===== src/design/wpan_rx_pkg.sv =====
package wpan_rx_pkg;

  // ***********************************************
  // configuration words
  // ***********************************************
  // receive-queue entry shaping, bit 0 is the last member
  typedef struct packed {
    logic add_rx_time;
    logic add_source_match_index;
    logic add_corr_check_byte;
    logic add_signal_strength_byte;
    logic keep_fcs_field;
    logic keep_phy_header;
    logic drop_filtered_pkts;
    logic drop_crc_fail_pkts;
  } rxq_cfg_type;

  // clear-channel assessment options, bit 7 reserved
  typedef struct packed {
    logic reserved7;
    logic [1:0] corr_peak_threshold;
    logic sync_combine_sel;
    logic energy_corr_combine_sel;
    logic chan_sync_src_on;
    logic chan_corr_src_on;
    logic chan_energy_src_on;
  } cca_cfg_type;

  // frame filtering options
  typedef struct packed {
    logic exact_ack_length;
    logic [1:0] type_msb_adjust;
    logic [2:0] ctrl_reserved_mask;
    logic [1:0] version_limit;
    logic is_network_coordinator;
    logic pending_datareq_only;
    logic fallback_pending_bit;
    logic auto_pending_on;
    logic slot_aligned_ack;
    logic auto_acknowledge_on;
    logic abort_on_reject;
    logic filter_on;
  } filt_cfg_type;

  // ***********************************************
  // per-frame side information, valid with the end byte
  // ***********************************************
  typedef struct packed {
    logic crc_ok;
    logic [7:0] rssi;
    logic [6:0] corr;
    logic [7:0] src_index;
    logic [31:0] timestamp;
    logic is_datareq;
    logic src_pend;
  } rx_info_type;

  // one receive-queue word
  typedef struct packed {
    logic [7:0] data;
    logic last;
    logic drop;
  } q_word_type;

  localparam int QW_WIDTH = $bits(q_word_type);
  localparam int QUEUE_DEPTH = 8;

  // ***********************************************
  // codes and counts
  // ***********************************************
  localparam logic [1:0] CCA_IDLE = 2'h0;
  localparam logic [1:0] CCA_BUSY = 2'h1;
  localparam logic [1:0] CCA_INVALID = 2'h2;
  localparam logic [1:0] MSB_KEEP = 2'h0;
  localparam logic [1:0] MSB_INVERT = 2'h1;
  localparam logic [1:0] MSB_CLEAR = 2'h2;
  localparam logic [1:0] MSB_SET = 2'h3;
  localparam logic [2:0] FT_DATA = 3'h1;
  localparam logic [2:0] FT_ACK = 3'h2;
  localparam logic [2:0] FT_CMD = 3'h3;
  localparam logic [6:0] ACK_LEN = 7'h05;
  localparam logic [7:0] IDX_PHR = 8'h00;
  localparam logic [7:0] IDX_FCF_LO = 8'h01;
  localparam logic [7:0] IDX_FCF_HI = 8'h02;
  localparam logic [7:0] IDX_SEQ = 8'h03;
  localparam logic [2:0] TR_RSSI = 3'h0;
  localparam logic [2:0] TR_CORR = 3'h1;
  localparam logic [2:0] TR_SRC = 3'h2;
  localparam logic [2:0] TR_TS0 = 3'h3;
  localparam logic [2:0] TR_NONE = 3'h7;

  typedef enum logic [2:0] {
    S_IDLE = 3'b000,
    S_FRAME = 3'b001,
    S_TRAIL = 3'b010,
    S_TERM = 3'b011,
    S_SKIP = 3'b100
  } rx_state_type;

endpackage : wpan_rx_pkg


===== src/design/wpan_rx_filter_cca_config.sv =====
`timescale 1ns/1ps
// Function
// - queue config bit 0 drops frames that failed the CRC check
// - queue config bit 1 drops frames the filter marked ignorable
// - queue config bit 2 keeps the PHY header byte, else strips it
// - queue config bit 3 keeps the CRC field; host sets it only with CRC on
// - queue config bit 4 appends a signal strength byte
// - queue config bit 5 appends a correlation plus CRC result byte
// - queue config bit 6 appends the source match index
// - queue config bit 7 appends the reception timestamp
// - channel config bits 0..2 enable energy, correlator and sync sources
// - channel config bit 3: either busy (0) or both busy (1)
// - channel config bit 4: sync busy forces busy (0) or idle forces idle (1)
// - channel config bits 5..6 set the correlation peak count that must be exceeded for busy
// - filter bit 0 enables filtering, bit 1 aborts reception on reject
// - filter bit 2 enables auto ack; undecided pending bit equals bit 5
// - filter bit 4 enables auto pending, bit 6 limits it to data requests
// - filter bit 7 marks coordinator role, used in acceptance
// - reject frames whose version exceeds filter bits 8..9
// - reject frames whose reserved control bits AND mask bits 10..12 nonzero
// - bits 13..14 keep, invert, clear or set the top frame type bit
// - bit 15: acks of five or more bytes, or exactly five bytes
// - type mask accepts types 0..7; ack receive admits masked acks
// - combined channel state: 00 idle, 01 busy, 10 invalid

// ***********************************************
// receive queue buffer
// ***********************************************
module wpan_rx_queue_fifo
#(
  parameter int WIDTH = 10,
  parameter int DEPTH = 8
)
(
  // clock and reset
  input wire logic mclk,
  input wire logic resetn,
  // fill side
  input wire logic in_valid,
  output logic in_ready,
  input wire logic [WIDTH-1:0] in_data,
  // drain side
  output logic out_valid,
  input wire logic out_ready,
  output logic [WIDTH-1:0] out_data,
  // fill level
  output logic [$clog2(DEPTH+1)-1:0] level
);
  localparam int AW = $clog2(DEPTH);
  logic [WIDTH-1:0] mem [DEPTH];
  logic [AW-1:0] wr_ptr;
  logic [AW-1:0] rd_ptr;
  logic [AW-1:0] next_wr_ptr;
  logic [AW-1:0] next_rd_ptr;
  logic [$clog2(DEPTH+1)-1:0] next_level;
  logic push;
  logic pop;

  // handshakes; full and empty come from the level alone
  assign in_ready = (level != DEPTH[$clog2(DEPTH+1)-1:0]);
  assign out_valid = (level != '0);
  assign out_data = mem[rd_ptr];
  assign push = in_valid && in_ready;
  assign pop = out_valid && out_ready;

  // pointer and level update
  always_comb
  begin
    next_wr_ptr = wr_ptr;
    next_rd_ptr = rd_ptr;
    next_level = level;
    if (push)
    begin
      next_wr_ptr = (wr_ptr == AW'(DEPTH - 1)) ? '0 : wr_ptr + 1'b1;
    end
    if (pop)
    begin
      next_rd_ptr = (rd_ptr == AW'(DEPTH - 1)) ? '0 : rd_ptr + 1'b1;
    end
    if (push && !pop)
    begin
      next_level = level + 1'b1;
    end
    else if (pop && !push)
    begin
      next_level = level - 1'b1;
    end
  end

  always_ff @(posedge mclk)
  begin
    if (!resetn)
    begin
      wr_ptr <= '0;
      rd_ptr <= '0;
      level <= '0;
    end
    else
    begin
      wr_ptr <= next_wr_ptr;
      rd_ptr <= next_rd_ptr;
      level <= next_level;
    end
  end

  // storage carries no reset, only the pointers matter
  always_ff @(posedge mclk)
  begin
    if (push)
    begin
      mem[wr_ptr] <= in_data;
    end
  end
endmodule : wpan_rx_queue_fifo

// ***********************************************
// receive filter, queue shaping and channel assessment
// ***********************************************
module wpan_rx_filter_cca_config
  import wpan_rx_pkg::*;
#(
  parameter int DEPTH = QUEUE_DEPTH
)
(
  // clock and reset
  input wire logic mclk,
  input wire logic resetn,
  // configuration words
  input wire rxq_cfg_type rxq_cfg,
  input wire cca_cfg_type cca_cfg,
  input wire filt_cfg_type filt_cfg,
  input wire logic [7:0] frame_type_mask,
  input wire logic fcs_check_on,
  input wire logic ack_rx_active,
  // demodulated byte stream
  input wire logic in_valid,
  input wire logic [7:0] in_data,
  input wire logic in_sof,
  input wire logic in_eof,
  input wire rx_info_type rx_info,
  output logic in_ready,
  // receive queue
  output logic q_valid,
  output q_word_type q_word,
  input wire logic q_ready,
  // auto acknowledge request
  output logic ack_req,
  output logic ack_pending,
  output logic [7:0] ack_seq,
  // filter events
  output logic frame_rejected,
  output logic rx_abort,
  // channel assessment sources and result
  input wire logic [1:0] energy_busy_result,
  input wire logic corr_peak,
  input wire logic corr_window_clear,
  input wire logic sync_busy_result,
  output logic corr_busy_result,
  output logic [1:0] chan_assess_state
);
  localparam int LW = $clog2(DEPTH+1);

  rx_state_type state, next_state;
  logic [7:0] idx, next_idx;
  logic [6:0] len, next_len;
  logic [7:0] fcf_lo, next_fcf_lo;
  logic rejected, next_rejected;
  logic [7:0] hold0, next_hold0;
  logic [7:0] hold1, next_hold1;
  logic [1:0] hcnt, next_hcnt;
  rx_info_type info, next_info;
  logic [2:0] tsel, next_tsel;
  logic tdrop, next_tdrop;
  logic next_in_ready;
  logic next_ack_req, next_ack_pending;
  logic [7:0] next_ack_seq;
  logic next_frame_rejected, next_rx_abort;
  logic push_valid, push_ready;
  q_word_type push_word;
  logic [LW-1:0] level;
  logic [2:0] corr_cnt, next_corr_cnt;
  logic next_corr_busy;
  logic [1:0] next_chan_state;

  // lowest enabled trailer at or after position from
  function automatic logic [2:0] trail_from(input logic [6:0] en, input logic [2:0] from);
    logic [2:0] sel;
    sel = TR_NONE;
    for (int i = 6; i >= 0; i--)
    begin
      if (en[i] && (3'(i) >= from))
      begin
        sel = 3'(i);
      end
    end
    return sel;
  endfunction : trail_from

  // ***********************************************
  // frame path
  // ***********************************************
  always_comb
  begin
    logic byte_ok;
    logic strip;
    logic [6:0] tr_en;
    logic [2:0] ft;
    logic rej;
    logic drop;
    logic [2:0] first_tr;
    logic emit;
    logic [7:0] emit_data;
    next_state = state;
    next_idx = idx;
    next_len = len;
    next_fcf_lo = fcf_lo;
    next_rejected = rejected;
    next_hold0 = hold0;
    next_hold1 = hold1;
    next_hcnt = hcnt;
    next_info = info;
    next_tsel = tsel;
    next_tdrop = tdrop;
    next_ack_req = 1'b0;
    next_ack_pending = ack_pending;
    next_ack_seq = ack_seq;
    next_frame_rejected = 1'b0;
    next_rx_abort = 1'b0;
    push_valid = 1'b0;
    push_word = '0;
    byte_ok = in_valid && in_ready;
    // the fcs is held back two bytes so it can be stripped at the end
    strip = fcs_check_on && !(rxq_cfg.keep_fcs_field && fcs_check_on);
    tr_en = {{4{rxq_cfg.add_rx_time}}, rxq_cfg.add_source_match_index,
             rxq_cfg.add_corr_check_byte, rxq_cfg.add_signal_strength_byte};
    first_tr = trail_from(tr_en, TR_RSSI);
    ft = fcf_lo[2:0];
    unique case (filt_cfg.type_msb_adjust)
      MSB_KEEP: ft = fcf_lo[2:0];
      MSB_INVERT: ft = {~fcf_lo[2], fcf_lo[1:0]};
      MSB_CLEAR: ft = {1'b0, fcf_lo[1:0]};
      MSB_SET: ft = {1'b1, fcf_lo[1:0]};
    endcase
    // filter decision, taken when the high control byte arrives
    rej = 1'b0;
    if (in_data[5:4] > filt_cfg.version_limit)
    begin
      rej = 1'b1;
    end
    if (({in_data[1:0], fcf_lo[7]} & filt_cfg.ctrl_reserved_mask) != 3'h0)
    begin
      rej = 1'b1;
    end
    if (!frame_type_mask[ft] && !(ft == FT_ACK && ack_rx_active))
    begin
      rej = 1'b1;
    end
    if (ft == FT_ACK && (len < ACK_LEN || (filt_cfg.exact_ack_length && len != ACK_LEN)))
    begin
      rej = 1'b1;
    end
    // a data or command frame with no destination is only for the coordinator
    if ((ft == FT_DATA || ft == FT_CMD) && in_data[3:2] == 2'h0
        && !filt_cfg.is_network_coordinator)
    begin
      rej = 1'b1;
    end
    rej = rej && filt_cfg.filter_on;
    drop = (rxq_cfg.drop_crc_fail_pkts && !rx_info.crc_ok)
      || (rxq_cfg.drop_filtered_pkts && rejected);
    emit = 1'b0;
    emit_data = in_data;
    unique case (state)
      S_IDLE, S_FRAME:
      begin
        if (byte_ok && (in_sof || state == S_FRAME))
        begin
          next_idx = in_sof ? 8'h01 : ((idx == 8'hFF) ? idx : idx + 1'b1);
          if (in_sof)
          begin
            next_state = S_FRAME;
            next_len = in_data[6:0];
            next_rejected = 1'b0;
            next_hcnt = 2'h0;
            emit = rxq_cfg.keep_phy_header;
          end
          else
          begin
            if (idx == IDX_FCF_LO)
            begin
              next_fcf_lo = in_data;
            end
            if (idx == IDX_FCF_HI)
            begin
              next_rejected = rej;
              next_frame_rejected = rej;
            end
            if (idx == IDX_SEQ)
            begin
              next_ack_seq = in_data;
            end
            if (!strip)
            begin
              emit = 1'b1;
            end
            else
            begin
              next_hold0 = in_data;
              next_hold1 = hold0;
              emit = (hcnt == 2'h2);
              emit_data = hold1;
              if (hcnt != 2'h2)
              begin
                next_hcnt = hcnt + 1'b1;
              end
            end
          end
          if (!in_sof && idx == IDX_FCF_HI && rej && filt_cfg.abort_on_reject)
          begin
            // earlier words already sit in the queue, so close them off
            next_state = S_TERM;
            next_rx_abort = 1'b1;
            next_tdrop = in_eof;
            emit = 1'b0;
          end
          else if (in_eof)
          begin
            next_info = rx_info;
            next_tdrop = drop || (rxq_cfg.drop_filtered_pkts && idx == IDX_FCF_HI && rej);
            next_tsel = first_tr;
            next_state = (first_tr == TR_NONE) ? S_IDLE : S_TRAIL;
            next_ack_req = filt_cfg.auto_acknowledge_on && rx_info.crc_ok && fcf_lo[5]
              && !rejected && ft != FT_ACK;
            if (filt_cfg.auto_pending_on
                && (!filt_cfg.pending_datareq_only || rx_info.is_datareq))
            begin
              next_ack_pending = rx_info.src_pend;
            end
            else
            begin
              next_ack_pending = filt_cfg.fallback_pending_bit;
            end
          end
          push_valid = emit || (in_eof && first_tr == TR_NONE && next_state == S_IDLE);
          push_word.data = emit ? emit_data : 8'h00;
          push_word.last = in_eof && first_tr == TR_NONE;
          push_word.drop = in_eof && first_tr == TR_NONE && next_tdrop;
        end
      end
      S_TRAIL:
      begin
        push_valid = 1'b1;
        push_word.last = (trail_from(tr_en, tsel + 1'b1) == TR_NONE) || tsel == 3'h6;
        push_word.drop = push_word.last && tdrop;
        unique case (tsel)
          3'h0: push_word.data = info.rssi;
          3'h1: push_word.data = {info.crc_ok, info.corr};
          3'h2: push_word.data = info.src_index;
          3'h3: push_word.data = info.timestamp[7:0];
          3'h4: push_word.data = info.timestamp[15:8];
          3'h5: push_word.data = info.timestamp[23:16];
          default: push_word.data = info.timestamp[31:24];
        endcase
        if (push_ready)
        begin
          next_tsel = push_word.last ? TR_NONE : trail_from(tr_en, tsel + 1'b1);
          next_state = push_word.last ? S_IDLE : S_TRAIL;
        end
      end
      S_TERM:
      begin
        // empty closing word marks the aborted frame for removal
        push_valid = 1'b1;
        push_word.last = 1'b1;
        push_word.drop = 1'b1;
        if (push_ready)
        begin
          next_state = tdrop ? S_IDLE : S_SKIP;
        end
      end
      S_SKIP:
      begin
        if (byte_ok && in_eof)
        begin
          next_state = S_IDLE;
        end
      end
      default: next_state = S_IDLE;
    endcase
    // ready lags one cycle, so leave room for the word already in flight
    next_in_ready = (next_state == S_IDLE || next_state == S_FRAME || next_state == S_SKIP)
      && (level <= LW'(DEPTH - 3));
  end

  always_ff @(posedge mclk)
  begin
    if (!resetn)
    begin
      state <= S_IDLE;
      idx <= 8'h00;
      len <= 7'h00;
      fcf_lo <= 8'h00;
      rejected <= 1'b0;
      hold0 <= 8'h00;
      hold1 <= 8'h00;
      hcnt <= 2'h0;
      info <= '0;
      tsel <= TR_NONE;
      tdrop <= 1'b0;
      in_ready <= 1'b0;
      ack_req <= 1'b0;
      ack_pending <= 1'b0;
      ack_seq <= 8'h00;
      frame_rejected <= 1'b0;
      rx_abort <= 1'b0;
    end
    else
    begin
      state <= next_state;
      idx <= next_idx;
      len <= next_len;
      fcf_lo <= next_fcf_lo;
      rejected <= next_rejected;
      hold0 <= next_hold0;
      hold1 <= next_hold1;
      hcnt <= next_hcnt;
      info <= next_info;
      tsel <= next_tsel;
      tdrop <= next_tdrop;
      in_ready <= next_in_ready;
      ack_req <= next_ack_req;
      ack_pending <= next_ack_pending;
      ack_seq <= next_ack_seq;
      frame_rejected <= next_frame_rejected;
      rx_abort <= next_rx_abort;
    end
  end

  // queue buffer in the data path; the drain side may stall
  wpan_rx_queue_fifo #(
    .WIDTH(QW_WIDTH),
    .DEPTH(DEPTH)
  ) u_queue (
    .mclk(mclk),
    .resetn(resetn),
    .in_valid(push_valid),
    .in_ready(push_ready),
    .in_data(push_word),
    .out_valid(q_valid),
    .out_ready(q_ready),
    .out_data(q_word),
    .level(level)
  );

  // ***********************************************
  // channel assessment
  // ***********************************************
  always_comb
  begin
    logic [1:0] ec;
    logic e_on;
    logic c_on;
    ec = CCA_INVALID;
    e_on = cca_cfg.chan_energy_src_on;
    c_on = cca_cfg.chan_corr_src_on;
    next_corr_cnt = corr_cnt;
    if (corr_window_clear)
    begin
      next_corr_cnt = 3'h0;
    end
    else if (corr_peak && corr_cnt != 3'h7)
    begin
      next_corr_cnt = corr_cnt + 1'b1;
    end
    next_corr_busy = (corr_cnt > {1'b0, cca_cfg.corr_peak_threshold});
    if (e_on && c_on)
    begin
      if (energy_busy_result == CCA_INVALID)
      begin
        ec = CCA_INVALID;
      end
      else if (cca_cfg.energy_corr_combine_sel)
      begin
        ec = (energy_busy_result == CCA_BUSY && corr_busy_result) ? CCA_BUSY : CCA_IDLE;
      end
      else
      begin
        ec = (energy_busy_result == CCA_BUSY || corr_busy_result) ? CCA_BUSY : CCA_IDLE;
      end
    end
    else if (e_on)
    begin
      ec = energy_busy_result;
    end
    else if (c_on)
    begin
      ec = corr_busy_result ? CCA_BUSY : CCA_IDLE;
    end
    else
    begin
      ec = CCA_INVALID;
    end
    next_chan_state = ec;
    if (cca_cfg.chan_sync_src_on)
    begin
      if (!cca_cfg.sync_combine_sel && sync_busy_result)
      begin
        next_chan_state = CCA_BUSY;
      end
      else if (cca_cfg.sync_combine_sel && !sync_busy_result)
      begin
        next_chan_state = CCA_IDLE;
      end
      else if (ec == CCA_INVALID)
      begin
        next_chan_state = sync_busy_result ? CCA_BUSY : CCA_IDLE;
      end
    end
  end

  always_ff @(posedge mclk)
  begin
    if (!resetn)
    begin
      corr_cnt <= 3'h0;
      corr_busy_result <= 1'b0;
      chan_assess_state <= CCA_INVALID;
    end
    else
    begin
      corr_cnt <= next_corr_cnt;
      corr_busy_result <= next_corr_busy;
      chan_assess_state <= next_chan_state;
    end
  end
endmodule : wpan_rx_filter_cca_config


===== config.mk =====
export PLATFORM = sky130hd
export DESIGN_NAME = wpan_rx_filter_cca_config
export DESIGN_NICKNAME = d
export VERILOG_FILES = /design/src/design/wpan_rx_pkg.sv /design/src/design/wpan_rx_filter_cca_config.sv
export SDC_FILE = /design/constraint.sdc
export NUM_CORES = 1
export LEC_CHECK = 0
export BUFFER_PORTS_ARGS = -buffer_cell sky130_fd_sc_hd__buf_2
export CAP_MARGIN = 20
export CORE_AREA = 2 2 140 142
export CTS_BUF_LIST = sky130_fd_sc_hd__clkbuf_4
export DETAILED_ROUTE_END_ITERATION = 8
export DIE_AREA = 0 0 142 144
export GPL_ROUTABILITY_DRIVEN = 0
export PLACE_DENSITY = 0.87
export SYNTH_ARGS = -nofsm -noshare
export SYNTH_HDL_FRONTEND = slang
export SYNTH_SLANG_ARGS = --single-unit

===== constraint.sdc =====
create_clock -name mclk -period 3.5 [get_ports mclk]
set_input_delay 0.875 -clock mclk [delete_from_list [all_inputs] [get_ports mclk]]
set_output_delay 0.875 -clock mclk [all_outputs]
set_load 0.02 [all_outputs]

# Yosys cells after proc, flatten, opt, wreduce, memory -nomap -nowiden
# Memories as Yosys holds them, arrays and structs flattened. A register that Yosys moved wholly into a read port is not among the register bits.
# Cells that the tools add are included.
# W data, S select, Z words.
# classes
bitwise	9
n_eq_ne	40
addsub	8
n_mul	0
n_lt_le_gt_ge	12
shifts	0
n_reduce_logical	97
div_mod_pow	0
muxes	87
# ops
cell	n
$mux W3	30
$pmux W8 S6	1
$logic_and A1 B1 Y1	45
$mux W8	5
$mux W1	28
$eq A3 B3 Y1 const B	9
$mux W2	13
$pmux W3 S4	2
$reduce_and A4 Y1	5
$eq A3 B2 Y1 const B	6
$eq A8 B2 Y1 const B	2
$pmux W8 S2	1
$add A3 B1 Y3 const B	4
$eq A3 B1 Y1 const B	4
$logic_not A1 Y1	12
$logic_not A3 Y1	4
$reduce_and A3 Y1	4
$logic_or A1 B1 Y1	11
$eq A2 B2 Y1 const B	5
$mux W10	1
$ne A2 B2 Y1 const B	5
$reduce_bool A2 Y1	5
$reduce_or A5 Y1	2
$ge A3 B3 Y1 const A	3
other kinds (32)	46
# word_totals
inputBits	119
latch_bits	0
regBits	134
ramBits	80
n_memories	1
elab_cells	281
mem_bits_ro	0
output_inout_bits	27
# mem_list
name	depth	width	read_ports	rd_clocked_by_memory_dff	wr	line	text
u_queue.mem	8	10	1	1	1	wpan_rx_filter_cca_config.sv:50	logic [WIDTH-1:0] mem [DEPTH];

# Logic depth before layout (Yosys ltp)
# Gate-level depths: netlist of run 1.
# logic_depth
depth_word	25
depth_mapped	16
depth_no_buf	15

# Modules after synthesis
# Synthesis of run 1 repeated with hierarchy kept, for this count alone.
# hier_totals
cells_unflattened	935
hier_area_um2	9743.1
# by_module_without_submodules
module	cells_per_inst	area_per_inst_um2	seq_area_each_um2	instances
wpan_rx_filter_cca_config	745	5982.0	2422.3	1
wpan_rx_queue_fifo	190	3761.1	2662.6	1

# Worst setup path after synthesis of run 1
# No wires, ideal clock.
# synth_path
path_kind	input port to flip-flop
from	input filt_cfg[14] (netlist name)
to	register u_queue.level[3]
path_buffers	1
setup_slack_ps	-286
stages	14
setup_time_ps	70
required_ps	3430
arrival_ps	3716
cell_sequence	nand2b_1 > xnor2_1 > mux2_2 > o211ai_2 > a31oi_1 > clkbuf_1 > ha_1 > inv_1 > ha_1 > a21o_1 > a21oi_1 > xnor2_1 > or3_1 > a21oi_1
# synth_between
elab_chain_len	24
word_cells_on_any_way	41
cone_classes	eq/ne: 6; mux: 15; reduce/logical: 20
# synth_rtl
item	line	text
start, declared	wpan_rx_filter_cca_config.sv:131	input wire filt_cfg_type filt_cfg,
$eq A2 B2 Y1 (tied with other cells)	wpan_rx_filter_cca_config.sv:238	unique case (filt_cfg.type_msb_adjust)
$pmux W3 S4 *	wpan_rx_filter_cca_config.sv:238	
$bmux W1 S3 or $eq A3 B2 Y1 (tied branches)	wpan_rx_filter_cca_config.sv:254, wpan_rx_filter_cca_config.sv:258	
$mux W1 (implied by the code) or $logic_and A1 B1 Y1 (tied branches)	wpan_rx_filter_cca_config.sv:254	if (!frame_type_mask[ft] && !(ft == FT_ACK && ack_rx_active))
$logic_not A1 Y1	wpan_rx_filter_cca_config.sv:254	
$logic_and A1 B1 Y1	wpan_rx_filter_cca_config.sv:254	
$mux W1	wpan_rx_filter_cca_config.sv:254	
$mux W1	wpan_rx_filter_cca_config.sv:258	if (ft == FT_ACK && (len < ACK_LEN || (filt_cfg.exact_ack_length && len != ACK_LEN)))
(+9 left out)	-	
$logic_or A1 B1 Y1 *	wpan_rx_filter_cca_config.sv:344	push_valid = emit || (in_eof && first_tr == TR_NONE && next_state == S_IDLE);
$mux W1 *	wpan_rx_filter_cca_config.sv:276	if (byte_ok && (in_sof || state == S_FRAME))
$pmux W1 S2 *	wpan_rx_filter_cca_config.sv:273	unique case (state)
$logic_and A1 B1 Y1 *	wpan_rx_filter_cca_config.sv:63	assign push = in_valid && in_ready;
named net u_queue.push	wpan_rx_filter_cca_config.sv:56	logic push;
$logic_not A1 Y1	wpan_rx_filter_cca_config.sv:84	else if (pop && !push)
$logic_and A1 B1 Y1	wpan_rx_filter_cca_config.sv:84	
$reduce_bool A2 Y1 (no line)	-	
end signal, assigned	wpan_rx_filter_cca_config.sv:102	level <= next_level;
end, declared	wpan_rx_filter_cca_config.sv:47	output logic [$clog2(DEPTH+1)-1:0] level
# The timed path passes the listed nets; every way through them passes the cells marked *. The select of a mux whose other input is x is not followed.
# A chain may end at the register's enable or synchronous reset.

==> results of run 1 <==
-- worst min-delay path by stage --
stage / to
detailed placement: hold1[6]
CTS: info[24]
global placement: hold1[4]
floorplan: info[11]
finish: hold1[1]
global route: info[25]
-- registers in the layout (all words and copies together), names as in the netlist, 2 cells and up, named ones only --
| name | flops |
|---|---|
| ack_seq | 8 |
| u_queue.mem | 80 |
| fcf_lo | 5 |
| tsel | 3 |
| idx | 8 |
| hold1 | 8 |
| chan_assess_state | 2 |
| hold0 | 8 |
| len | 7 |
| u_queue.wr_ptr | 3 |
| u_queue.rd_ptr | 3 |
| state | 3 |
| hcnt | 2 |
| corr_cnt | 3 |
| info | 56 |
| u_queue.level | 4 |
-- layout by cell type, fill, tap and decap left out, drive strengths merged, types with 12 or more instances in the layout --
| cell type | n |
|---|---|
| ha | 23 |
| mux4 | 22 |
| nor3 | 12 |
| inv | 19 |
| mux2 | 21 |
| edfxtp | 80 |
| clkbuf | 85 |
| nor2 | 59 |
| a21oi | 59 |
| buf | 201 |
| nand3 | 20 |
| mux2i | 86 |
| nand2 | 195 |
| o21ai | 21 |
| dfxtp | 134 |
| clkinv | 13 |
-- cell families (layout without fill, tap and decap cells) --
kind of cell    Yosys count  in the layout  share of synthesized area
fa+ha+maj                24             24                     0.0313
mux                     129            129                      0.162
compound gates          144            144                     0.0967
other cells               0              1                          0
buf+inv                  68            320                     0.0275
simple gates            341            341                      0.155
flops                   214            214                      0.517
xor+xnor                 12             12                     0.0107
-- power groups by stage --
stage | clock [W] | sequential (W) | combinational, W
6_report | 0.00219 | 0.00275 | 0.00123
5_1_grt | 0.00237 | 0.00276 | 0.00135
4_1_cts | 0.00224 | 0.00275 | 0.00123
3_5_place_dp | 0 | 0.00281 | 0.00122
3_3_place_gp | 0 | 0.00280 | 0.00119
2_1_floorplan | 0 | 0.00279 | 0.000838
-- area by class of cell --
class	count	area, um2
clock buffer	85	638
clock inverter	15	92.6
antenna	1	2.50
fill	1459	7130
timing repair buffer	201	1190
inverter	19	73.8
tap	238	298
multi-input combinational	650	4570
sequential	214	5080
-- Yosys cell counts, types with 12 or more instances --
master,count,area (um2)
edfxtp_1,80,2400
inv_1,19,71.3
mux2_2,20,225
clkbuf_1,37,139
ha_1,23,288
o21ai_0,20,100
mux2i_1,86,861
nand3_1,20,100
dfxtp_1,134,2680
nor2_1,59,221
mux4_2,22,495
a21oi_1,59,295
nand2_1,195,732
nor3_1,12,60.1
-- worst max-delay path: stages, from the launching register on --
cell and delay (ns):
dfxtp_1 0.31, buf_4 0.35, mux4_2 0.56, mux2_2 0.30, buf_2 0.16
-- per-stage QoR --
step / TNS [ns] / std cells / util / total power (W)
3_3_place_gp: -0.0861 / 1322 / 0.588 / 0.00399
4_1_cts: 0 / 1422 / 0.626 / 0.00622
3_5_place_dp: -0.207 / 1322 / 0.588 / 0.00403
2_1_floorplan: 0 / 932 / - / 0.00363
5_1_grt: 0 / 1423 / 0.626 / 0.00648
6_report: 0 / 1423 / 0.626 / 0.00618
-- routing by layer --
layer | track usage | up-vias | share of wire | wire length [um]
li1 | - | 3824 | - | -
met1 | 0.286 | 3815 | 0.41 | 9750
met2 | 0.393 | 331 | 0.49 | 11600
met3 | 0.0437 | 62 | 0.063 | 1480
met4 | 0.101 | 0 | 0.031 | 731
met5 | 0 | - | 0 | 0
==> metrics.txt, run 1 <==
die height=144 um; Area Growth Syn to Fin=21.4%; TritonCTS clock tree=built; kind of critical path=flop to output pin; CP Capture Point=q_word[3]; drt drc=0; Final Net Count=1,283; Pre-antenna DRT Iters=6; register share of total power=0.446; # hold bufs at CTS=0; combinational share of power=0.199; clock buffer depth=3; Startpoint Class=flop; Net Switching=0.00176 W; Core Box Area=19,100 um2; Design Area, Final=11,900 um2; pwr dens=517 nW/um2; Final Skew=0.0333 ns; crit share post-route=0.921; FF-to-FF path depth=7; post-layout min period=3.22 ns; RR Startpoint=tsel[0]; Critical Path End Type=output pin; max-slew violation count=0; TritonCTS Sinks=214; async set or reset register ratio after synthesis=0; Clk pwr share=0.355; HP Start=hold0[1]; detailed-route via count=8,032; reg2reg end=u_queue.mem[1][1]; Synth cell types=67; Mapped Area=9840 um2; WL final=23,600 um; hold_ws=0.441 ns; largest net degree at the start of global routing=56; Synth Instances=932; fmax=310 MHz; Std-Cell Rows=51; Post-synth EDFFs=80; Max-slew headroom=0.515; Placed Area=11,200 um2; cts bufs inserted=54; GRT Overall Usage=0.230; Iteration-0 DRC Markers=688; share of cells above drive strength 1=0.302; Seq/Total Area, Yosys=0.517; Die Area=20,400 um2; initial core utilization=0.516; Max-Cap Viols=0; Min-Delay Path Depth=2; Post-CTS Setup Bufs=0; Synth Flop Type=dfxtp_1; RSZ-0062 raised after global routing=no; syn nets=1,075; initial antenna violation count=1; final hold vios=0; Worst-path clk slew=0.07 ns; Ports=146; CP required=2.62 ns; Worst VDD drop=0.000246 V; Setup-failing EPs final=0; # port buffers=143; switching part of the total power=0.285; WL per Instance=16.6 um; post-cts sizing count=0; first-pass GRT wire length=37,500 um; Worst Tran Pin Value=0.727 ns; grt total ovfl=0; ANT nets after route=0; leakage=4.79 nW; Seq cells post-synth=214; Via-to-Cell Ratio=5.64; worst hold path type=flop to flop; # H-tree levels=2; CP max FO=20; Place WS=-0.173 ns; r2r setup slk=0.29 ns; status=finished, final reports clean; syn avg cell area=10.6 um2; number of global-route vias before repair=7,848; cell at the root of the clock tree=clkbuf_4; internal power=0.00442 W; Final WS setup=0.277 ns; Skew-Pair Late Insertion Delay=0.66 ns; post-detail-place hpwl=16,100 um; Die Width=142 um; Critical Path AT=2.35 ns; Synthesis Warnings=0
Power figures use the tool's default switching activity.
==> inputs of run 2 (changes only) <==
Settings changed: SETUP_SLACK_MARGIN set to 0.4.
==> run 2 against run 1 <==
Against the previous run:
- routed wire length increased by 2.5%
- critical endpoint is now q_word[6]
- via count decreased by 0.46%
- first-iteration DRC count decreased by 5.8%
- total power decreased by 1.3%
- combinational power increased by 6%
- largest cell class unchanged
- cell count decreased by 0.56%
- non-clock buffer count decreased by 1
- die area unchanged
- critical path depth unchanged
- worst hold slack improved by 0.0089 ns
==> metrics.txt, run 2 (synthesized netlist as in run 1, its figures left out) <==
most common cell after layout, fill and taps aside=nand2_1; Place WS=-0.0947 ns (+0.0788 ns); clock buffer depth=3 (unchanged); crit share post-route=0.864 (-0.0568); # fillers=1,483 (+1.6%); initial antenna violation count=1 (unchanged); # H-tree levels=2 (unchanged); max reg flops=80 (unchanged); register share of total power=0.454 (+0.008); GRT Overall Usage=0.236 (+0.00567); Iteration-0 DRC Markers=648 (-5.8%); Std-Cell Rows=51 (unchanged); Die Width=142 um (unchanged); pwr dens=510 nW/um2 (-1.3%); die height=144 um (unchanged); Ports=146 (unchanged); # port buffers=143 (unchanged); Setup-failing EPs final=0 (unchanged); Area Growth Syn to Fin=21.5% (about the same); final hold vios=0 (unchanged); hold_ws=0.450 ns (+0.00889 ns); drt drc=0 (unchanged); Skew-Pair Late Insertion Delay=0.66 ns (about the same); CP required=2.62 ns (about the same); Critical Path AT=2.15 ns (-0.20 ns); status=finished, final reports clean; detailed-route via count=7,995 (-0.46%); TritonCTS clock tree=built; first-pass GRT wire length=38,400 um (+2.4%); final core occ=0.626 (about the same); Max-Cap Viols=0 (unchanged); number of global-route vias before repair=8,039 (+2.4%); RSZ-0062 raised after global routing=yes; grt total ovfl=0 (unchanged); Die Area=20,400 um2 (unchanged); post-layout min period=3.02 ns (-0.199 ns); switching part of the total power=0.286 (+0.00115); ANT nets after route=0 (unchanged); fmax=331 MHz (+6.6%); Critical Path End Type=output pin; Max-slew headroom=0.390 (-0.126); WL final=24,100 um (+2.5%); Via-to-Cell Ratio=5.65 (+0.10%); Final Net Count=1,280 (-0.23%); internal power=0.00435 W (-1.4%); Worst Tran Pin Value=0.914 ns (+0.187 ns); post-detail-place hpwl=16,400 um (+1.3%); cell at the root of the clock tree=clkbuf_4; CP max FO=5 (-75%); initial core utilization=0.516 (unchanged); TritonCTS Sinks=214 (unchanged); Top Registers=u_queue.mem (80), info (56); Clk pwr share=0.334 (-0.021); combinational share of power=0.213 (+0.014); Final WS setup=0.476 ns (+0.199 ns); leakage=4.77 nW (-0.45%); Reg with most FFs=u_queue.mem; cts bufs inserted=52 (-3.7%); Final Skew=0.0277 ns (-0.00560 ns); Net Switching=0.00174 W (-0.86%); Pre-antenna DRT Iters=8 (+2); worst hold path type=flop to flop; WL per Instance=17.1 um (+3.0%); Core Box Area=19,100 um2 (unchanged); share of cells above drive strength 1=0.297 (-0.00475); largest net degree at the start of global routing=98 (+75%); kind of critical path=flop to output pin; Startpoint Class=flop; Worst-path clk slew=0.07 ns (about the same); Worst VDD drop=0.000217 V (-12%); most frequent cells in the layout=nand2_1 (195), buf_2 (141), dfxtp_1 (132); max-slew violation count=0 (unchanged)
run 2: cell count changes in the layout (fill, tap and decap cells not counted), sizes merged:
cell	change
clkinvlp	-1
buf	-2
clkinv	+4
clkbuf	-9
run 2: final timing paths:
check | startpoint | endpoint | slack (ns) | cells past startpoint
worst max-delay path | flop | q_word[6] | 0.48 | 4
worst min-delay path | hold0[6] | hold1[6] | 0.45 | 2
worst max register to register | fcf_lo[0] | u_queue.level[3] | 0.54 | 13
worst min register to register | hold0[6] | hold1[6] | 0.45 | 2
run 2: layout make-up:
type | count | area [um2] | share of cell area
Antenna cell | 1 | 2.50 | 0.000209
Clock buffer | 75 | 563 | 0.0471
Clock inverter | 18 | 97.6 | 0.00817
Inverter | 19 | 73.8 | 0.00618
Multi-Input combinational cell | 650 | 4610 | 0.386
Sequential cell | 214 | 5090 | 0.426
Tap cell | 238 | 298 | 0.0249
Timing Repair Buffer | 200 | 1210 | 0.102
run 2: repair_timing:
item	4_1_cts	5_1_grt
pin swaps	0	5
hold buffers	0	0
resized for setup	7	9
cloned	1	1
endpoints found under the setup margin	11	13
setup buffers	0	1
run 2: through the flow:
| step | std cells | cell area, um2 | power [W] | setup TNS (ns) |
|---|---|---|---|---|
| 6_report | 1415 | 12000 | 0.00610 | 0 |
| 5_1_grt | 1415 | 12000 | 0.00641 | 0 |
| 4_1_cts | 1412 | 11900 | 0.00610 | 0 |
| 3_5_place_dp | 1318 | 11200 | 0.00403 | -0.0947 |
| 3_3_place_gp | 1318 | 11200 | 0.00398 | 0 |
| 2_1_floorplan | 932 | 9920 | 0.00363 | 0 |
run 2: per-layer routing:
metal,routed length [um],global-route usage,part of all wire
met2,12300,0.418,0.51
met1,9940,0.281,0.41
met4,668,0.104,0.028
met3,1250,0.0411,0.052
met5,0,0,0
run 2: worst max-delay path: stages, from the launching register on:
cell and delay (ns):
dfxtp_4 0.41, clkbuf_16 0.17, mux4_2 0.50, mux2_2 0.28, buf_2 0.16
run 2: power by group through the flow:
stage,Combinational (W),Sequential [W],Clock (W)
2_1_floorplan,0.000839,0.00279,0
3_3_place_gp,0.00118,0.00280,0
3_5_place_dp,0.00122,0.00281,0
4_1_cts,0.00126,0.00276,0.00208
5_1_grt,0.00141,0.00278,0.00222
6_report,0.00130,0.00277,0.00203
==> inputs of run 3 (changes only) <==
Settings changed: ABC_AREA set to 1, CORE_AREA 2 2 140 142 to 2 2 139 141, DIE_AREA 0 0 142 144 to 0 0 141 143.
==> run 3 against run 2 <==
Against the previous run:
- routed wire length is 1.0% lower
- total power rose by 6.4%
- via count up 8.4%
- combinational power is 19% higher
- global-route usage shrank 0.26 points
- synthesized area fell by 1.7%
- largest power group unchanged
- sequential power grew 3%
- cell count is 14% higher
- critical path depth increased by 3
==> metrics.txt, run 3 <==
status=finished, final reports clean; Final Skew=0.0451 ns (+0.0174 ns); syn nets=1,279 (+19%); CP max FO=20 (+15); Worst Hold End=chan_assess_state[0]; xor and xnor fraction of the mapped netlist area=0.00181 (-0.00887); grt total ovfl=0 (unchanged); crit share post-route=0.850 (-0.0139); Skew-Pair Late Insertion Delay=0.67 ns (about the same); Critical Path AT=2.10 ns (-0.05 ns); syn avg cell area=8.51 um2 (-19%); RR Startpoint=idx[4]; Top Registers=u_queue.mem (80), info (56); GRT Overall Usage=0.233 (-0.00259); pwr dens=559 nW/um2 (+9.6%); Seq/Total Area, Yosys=0.526 (+0.00910); Final WS setup=0.524 ns (+0.0485 ns); Die Area=20,200 um2 (-1.4%); drt drc=0 (unchanged); simple-gate share of the synthesized area=0.174 (+0.0193); WL final=23,900 um (-1.0%); Critical Path End Type=output pin; async set or reset register ratio after synthesis=0 (unchanged); cell at the root of the clock tree=clkbuf_4; Area Growth Syn to Fin=20.0%; post-layout min period=2.98 ns (-0.0485 ns); most frequent cells in the layout=nor2_1 (163), buf_2 (142), nand2_1 (139); final hold vios=0 (unchanged); Reg with most FFs=u_queue.mem; Seq cells post-synth=214 (unchanged); Mapped Area=9670 um2 (-1.7%); Core Box Area=18,600 um2 (-2.6%); Min-Delay Path Depth=2 (unchanged); # port buffers=143 (unchanged); Max-Cap Viols=0 (unchanged); Synth Flop Type=dfxtp_1; TritonCTS clock tree=built; # hold bufs at CTS=0 (unchanged); Post-synth EDFFs=80 (unchanged); first-pass GRT wire length=37,800 um (-1.7%); Synth cell types=48 (-28%); post-synthesis mux area share=0.00116 (-0.161); largest family of logic cells by synthesized area=compound AO/OA/AOI/OAI gates; RSZ-0062 raised after global routing=yes; Synthesis Warnings=0 (unchanged); reg2reg end=u_queue.level[3]; die height=143 um (-0.69%); # H-tree levels=2 (unchanged); number of global-route vias before repair=8,098 (+0.73%); FF-to-FF path depth=19 (+6); fmax=336 MHz (+1.6%); leakage=4.75 nW (-0.44%); # fillers=1,506 (+1.6%); CP required=2.62 ns (about the same); Startpoint Class=flop; Place WS=-0.133 ns (-0.0380 ns); Worst-path clk slew=0.07 ns (about the same); TritonCTS Sinks=214 (unchanged); Adder-Cell Fraction of Synth Area=0.0318 (+0.000551); kind of critical path=flop to output pin; total power=0.00649 W (+6.4%); initial core utilization=0.520 (+0.00469); clock buffer depth=3 (unchanged); Std-Cell Rows=50 (-2.0%); Iteration-0 DRC Markers=662 (+2.2%); Pre-antenna DRT Iters=6 (-2); share of cells above drive strength 1=0.235 (-0.0621); ANT nets after route=0 (unchanged); Final Net Count=1,473 (+15%); Worst VDD drop=0.000317 V (+46%); Max-slew headroom=0.390 (about the same); Setup-failing EPs final=0 (unchanged); initial antenna violation count=1 (unchanged); HP Start=cca_cfg[2]; post-detail-place hpwl=16,500 um (+0.78%); largest net degree at the start of global routing=84 (-14%); detailed-route via count=8,665 (+8.4%); cts bufs inserted=51 (-1.9%); Worst Tran Pin Value=0.914 ns (+0.000161 ns); worst hold path type=primary input to flop; Compound-Gate Fraction of Synth Area=0.189 (+0.0922); Via-to-Cell Ratio=5.39 (-4.6%); Synth Instances=1,136 (+22%); top cells by area, synth=dfxtp_1 (28%), edfxtp_1 (25%), nor2_1 (6.4%); max-slew violation count=0 (unchanged); most frequent cell after synthesis=nor2_1; Ports=146 (unchanged); most frequent cells after synthesis=nor2_1 (164), nand2_1 (141), dfxtp_1 (134); Die Width=141 um (-0.70%); area share of the largest cell type after synthesis=0.278 (+0.00480); WL per Instance=14.9 um (-13%); max reg flops=80 (unchanged); Synth area leader=dfxtp_1; most common cell after layout, fill and taps aside=nor2_1; r2r setup slk=0.62 ns (+0.08 ns)
==> run 3: cell types whose count changed in the layout (fill, tap and decap cells not counted), moves of 15 or more <==
cell	before	now
o21ai_1	2	45
mux2i_1	86	0
a21oi_1	56	101
inv_1	18	118
nand2_1	195	139
mux4_2	22	0
nor2_1	59	163
mux2_2	18	1
a211oi_1	1	16
o21ai_0	19	107
==> run 3: repair_timing <==
| item | CTS | global route |
|---|---|---|
| buffers inserted | 0 | 0 |
| pin swaps | 0 | 2 |
| setup endpoints to repair | 10 | 6 |
| gates resized for setup | 3 | 10 |
| gates cloned | 0 | 1 |
==> run 3: cell type report <==
cell class                 count  area (um2)  area share
antenna                        2        5.00    0.000431
clock buffer                  78         586      0.0505
inverter                     134         517      0.0445
timing repair inverter         1        7.51    0.000647
sequential                   214        5090       0.439
timing repair buffer         187        1070      0.0924
tap                          234         293      0.0252
multi-input combinational    741        3930       0.339
clock inverter                17         100     0.00863
==> run 3: worst max path at each step <==
stage                  endpoint  slack (ns)  cells after the start
2_1_floorplan  u_queue.level[3]        0.15                     22
3_3_place_gp   u_queue.level[3]       -0.04                     23
3_5_place_dp   u_queue.level[3]       -0.13                     23
4_1_cts               q_word[2]        0.48                      6
5_1_grt               q_word[2]        0.39                      6
6_report              q_word[7]        0.52                      7
==> run 3: metrics by stage <==
step           area (um2)  std cells  setup TNS (ns)  hold slack [ns]   util
6_report            11600       1608               0            0.453  0.624
5_1_grt             11600       1607               0            0.434  0.624
4_1_cts             11600       1605               0            0.417  0.622
3_5_place_dp        10900       1510          -0.133            0.447  0.585
3_3_place_gp        10900       1510         -0.0369            0.438  0.585
2_1_floorplan        9740       1136               0            0.425      -
==> run 3: report_power, final <==
part           leakage [nW]  switching [W]  internal, W
Clock                 0.413       0.000994      0.00110
Sequential             1.82       0.000117      0.00272
Combinational          2.52       0.000974     0.000580
==> run 3: per-layer routing <==
metal	GRT usage	part of all wire	up-vias
li1	-	-	4298
met1	0.288	0.42	3982
met2	0.406	0.49	343
met3	0.0486	0.072	42
met4	0.0826	0.024	0
met5	0	0	-
==> run 3: kinds of logic after synthesis <==
group | after synthesis
buf+inv | 181
compound gates | 331
fa+ha+maj | 24
xor+xnor | 2
simple gates | 383
flops | 214
mux | 1
==> run 3: worst max-delay path: stages (launching register included) <==
cell and delay (ns):
dfxtp_4 0.46, inv_1 0.09, buf_6 0.17, o21ai_0 0.20, o22ai_1 0.10, nor2_1 0.16
a31oi_1 0.07, buf_2 0.20
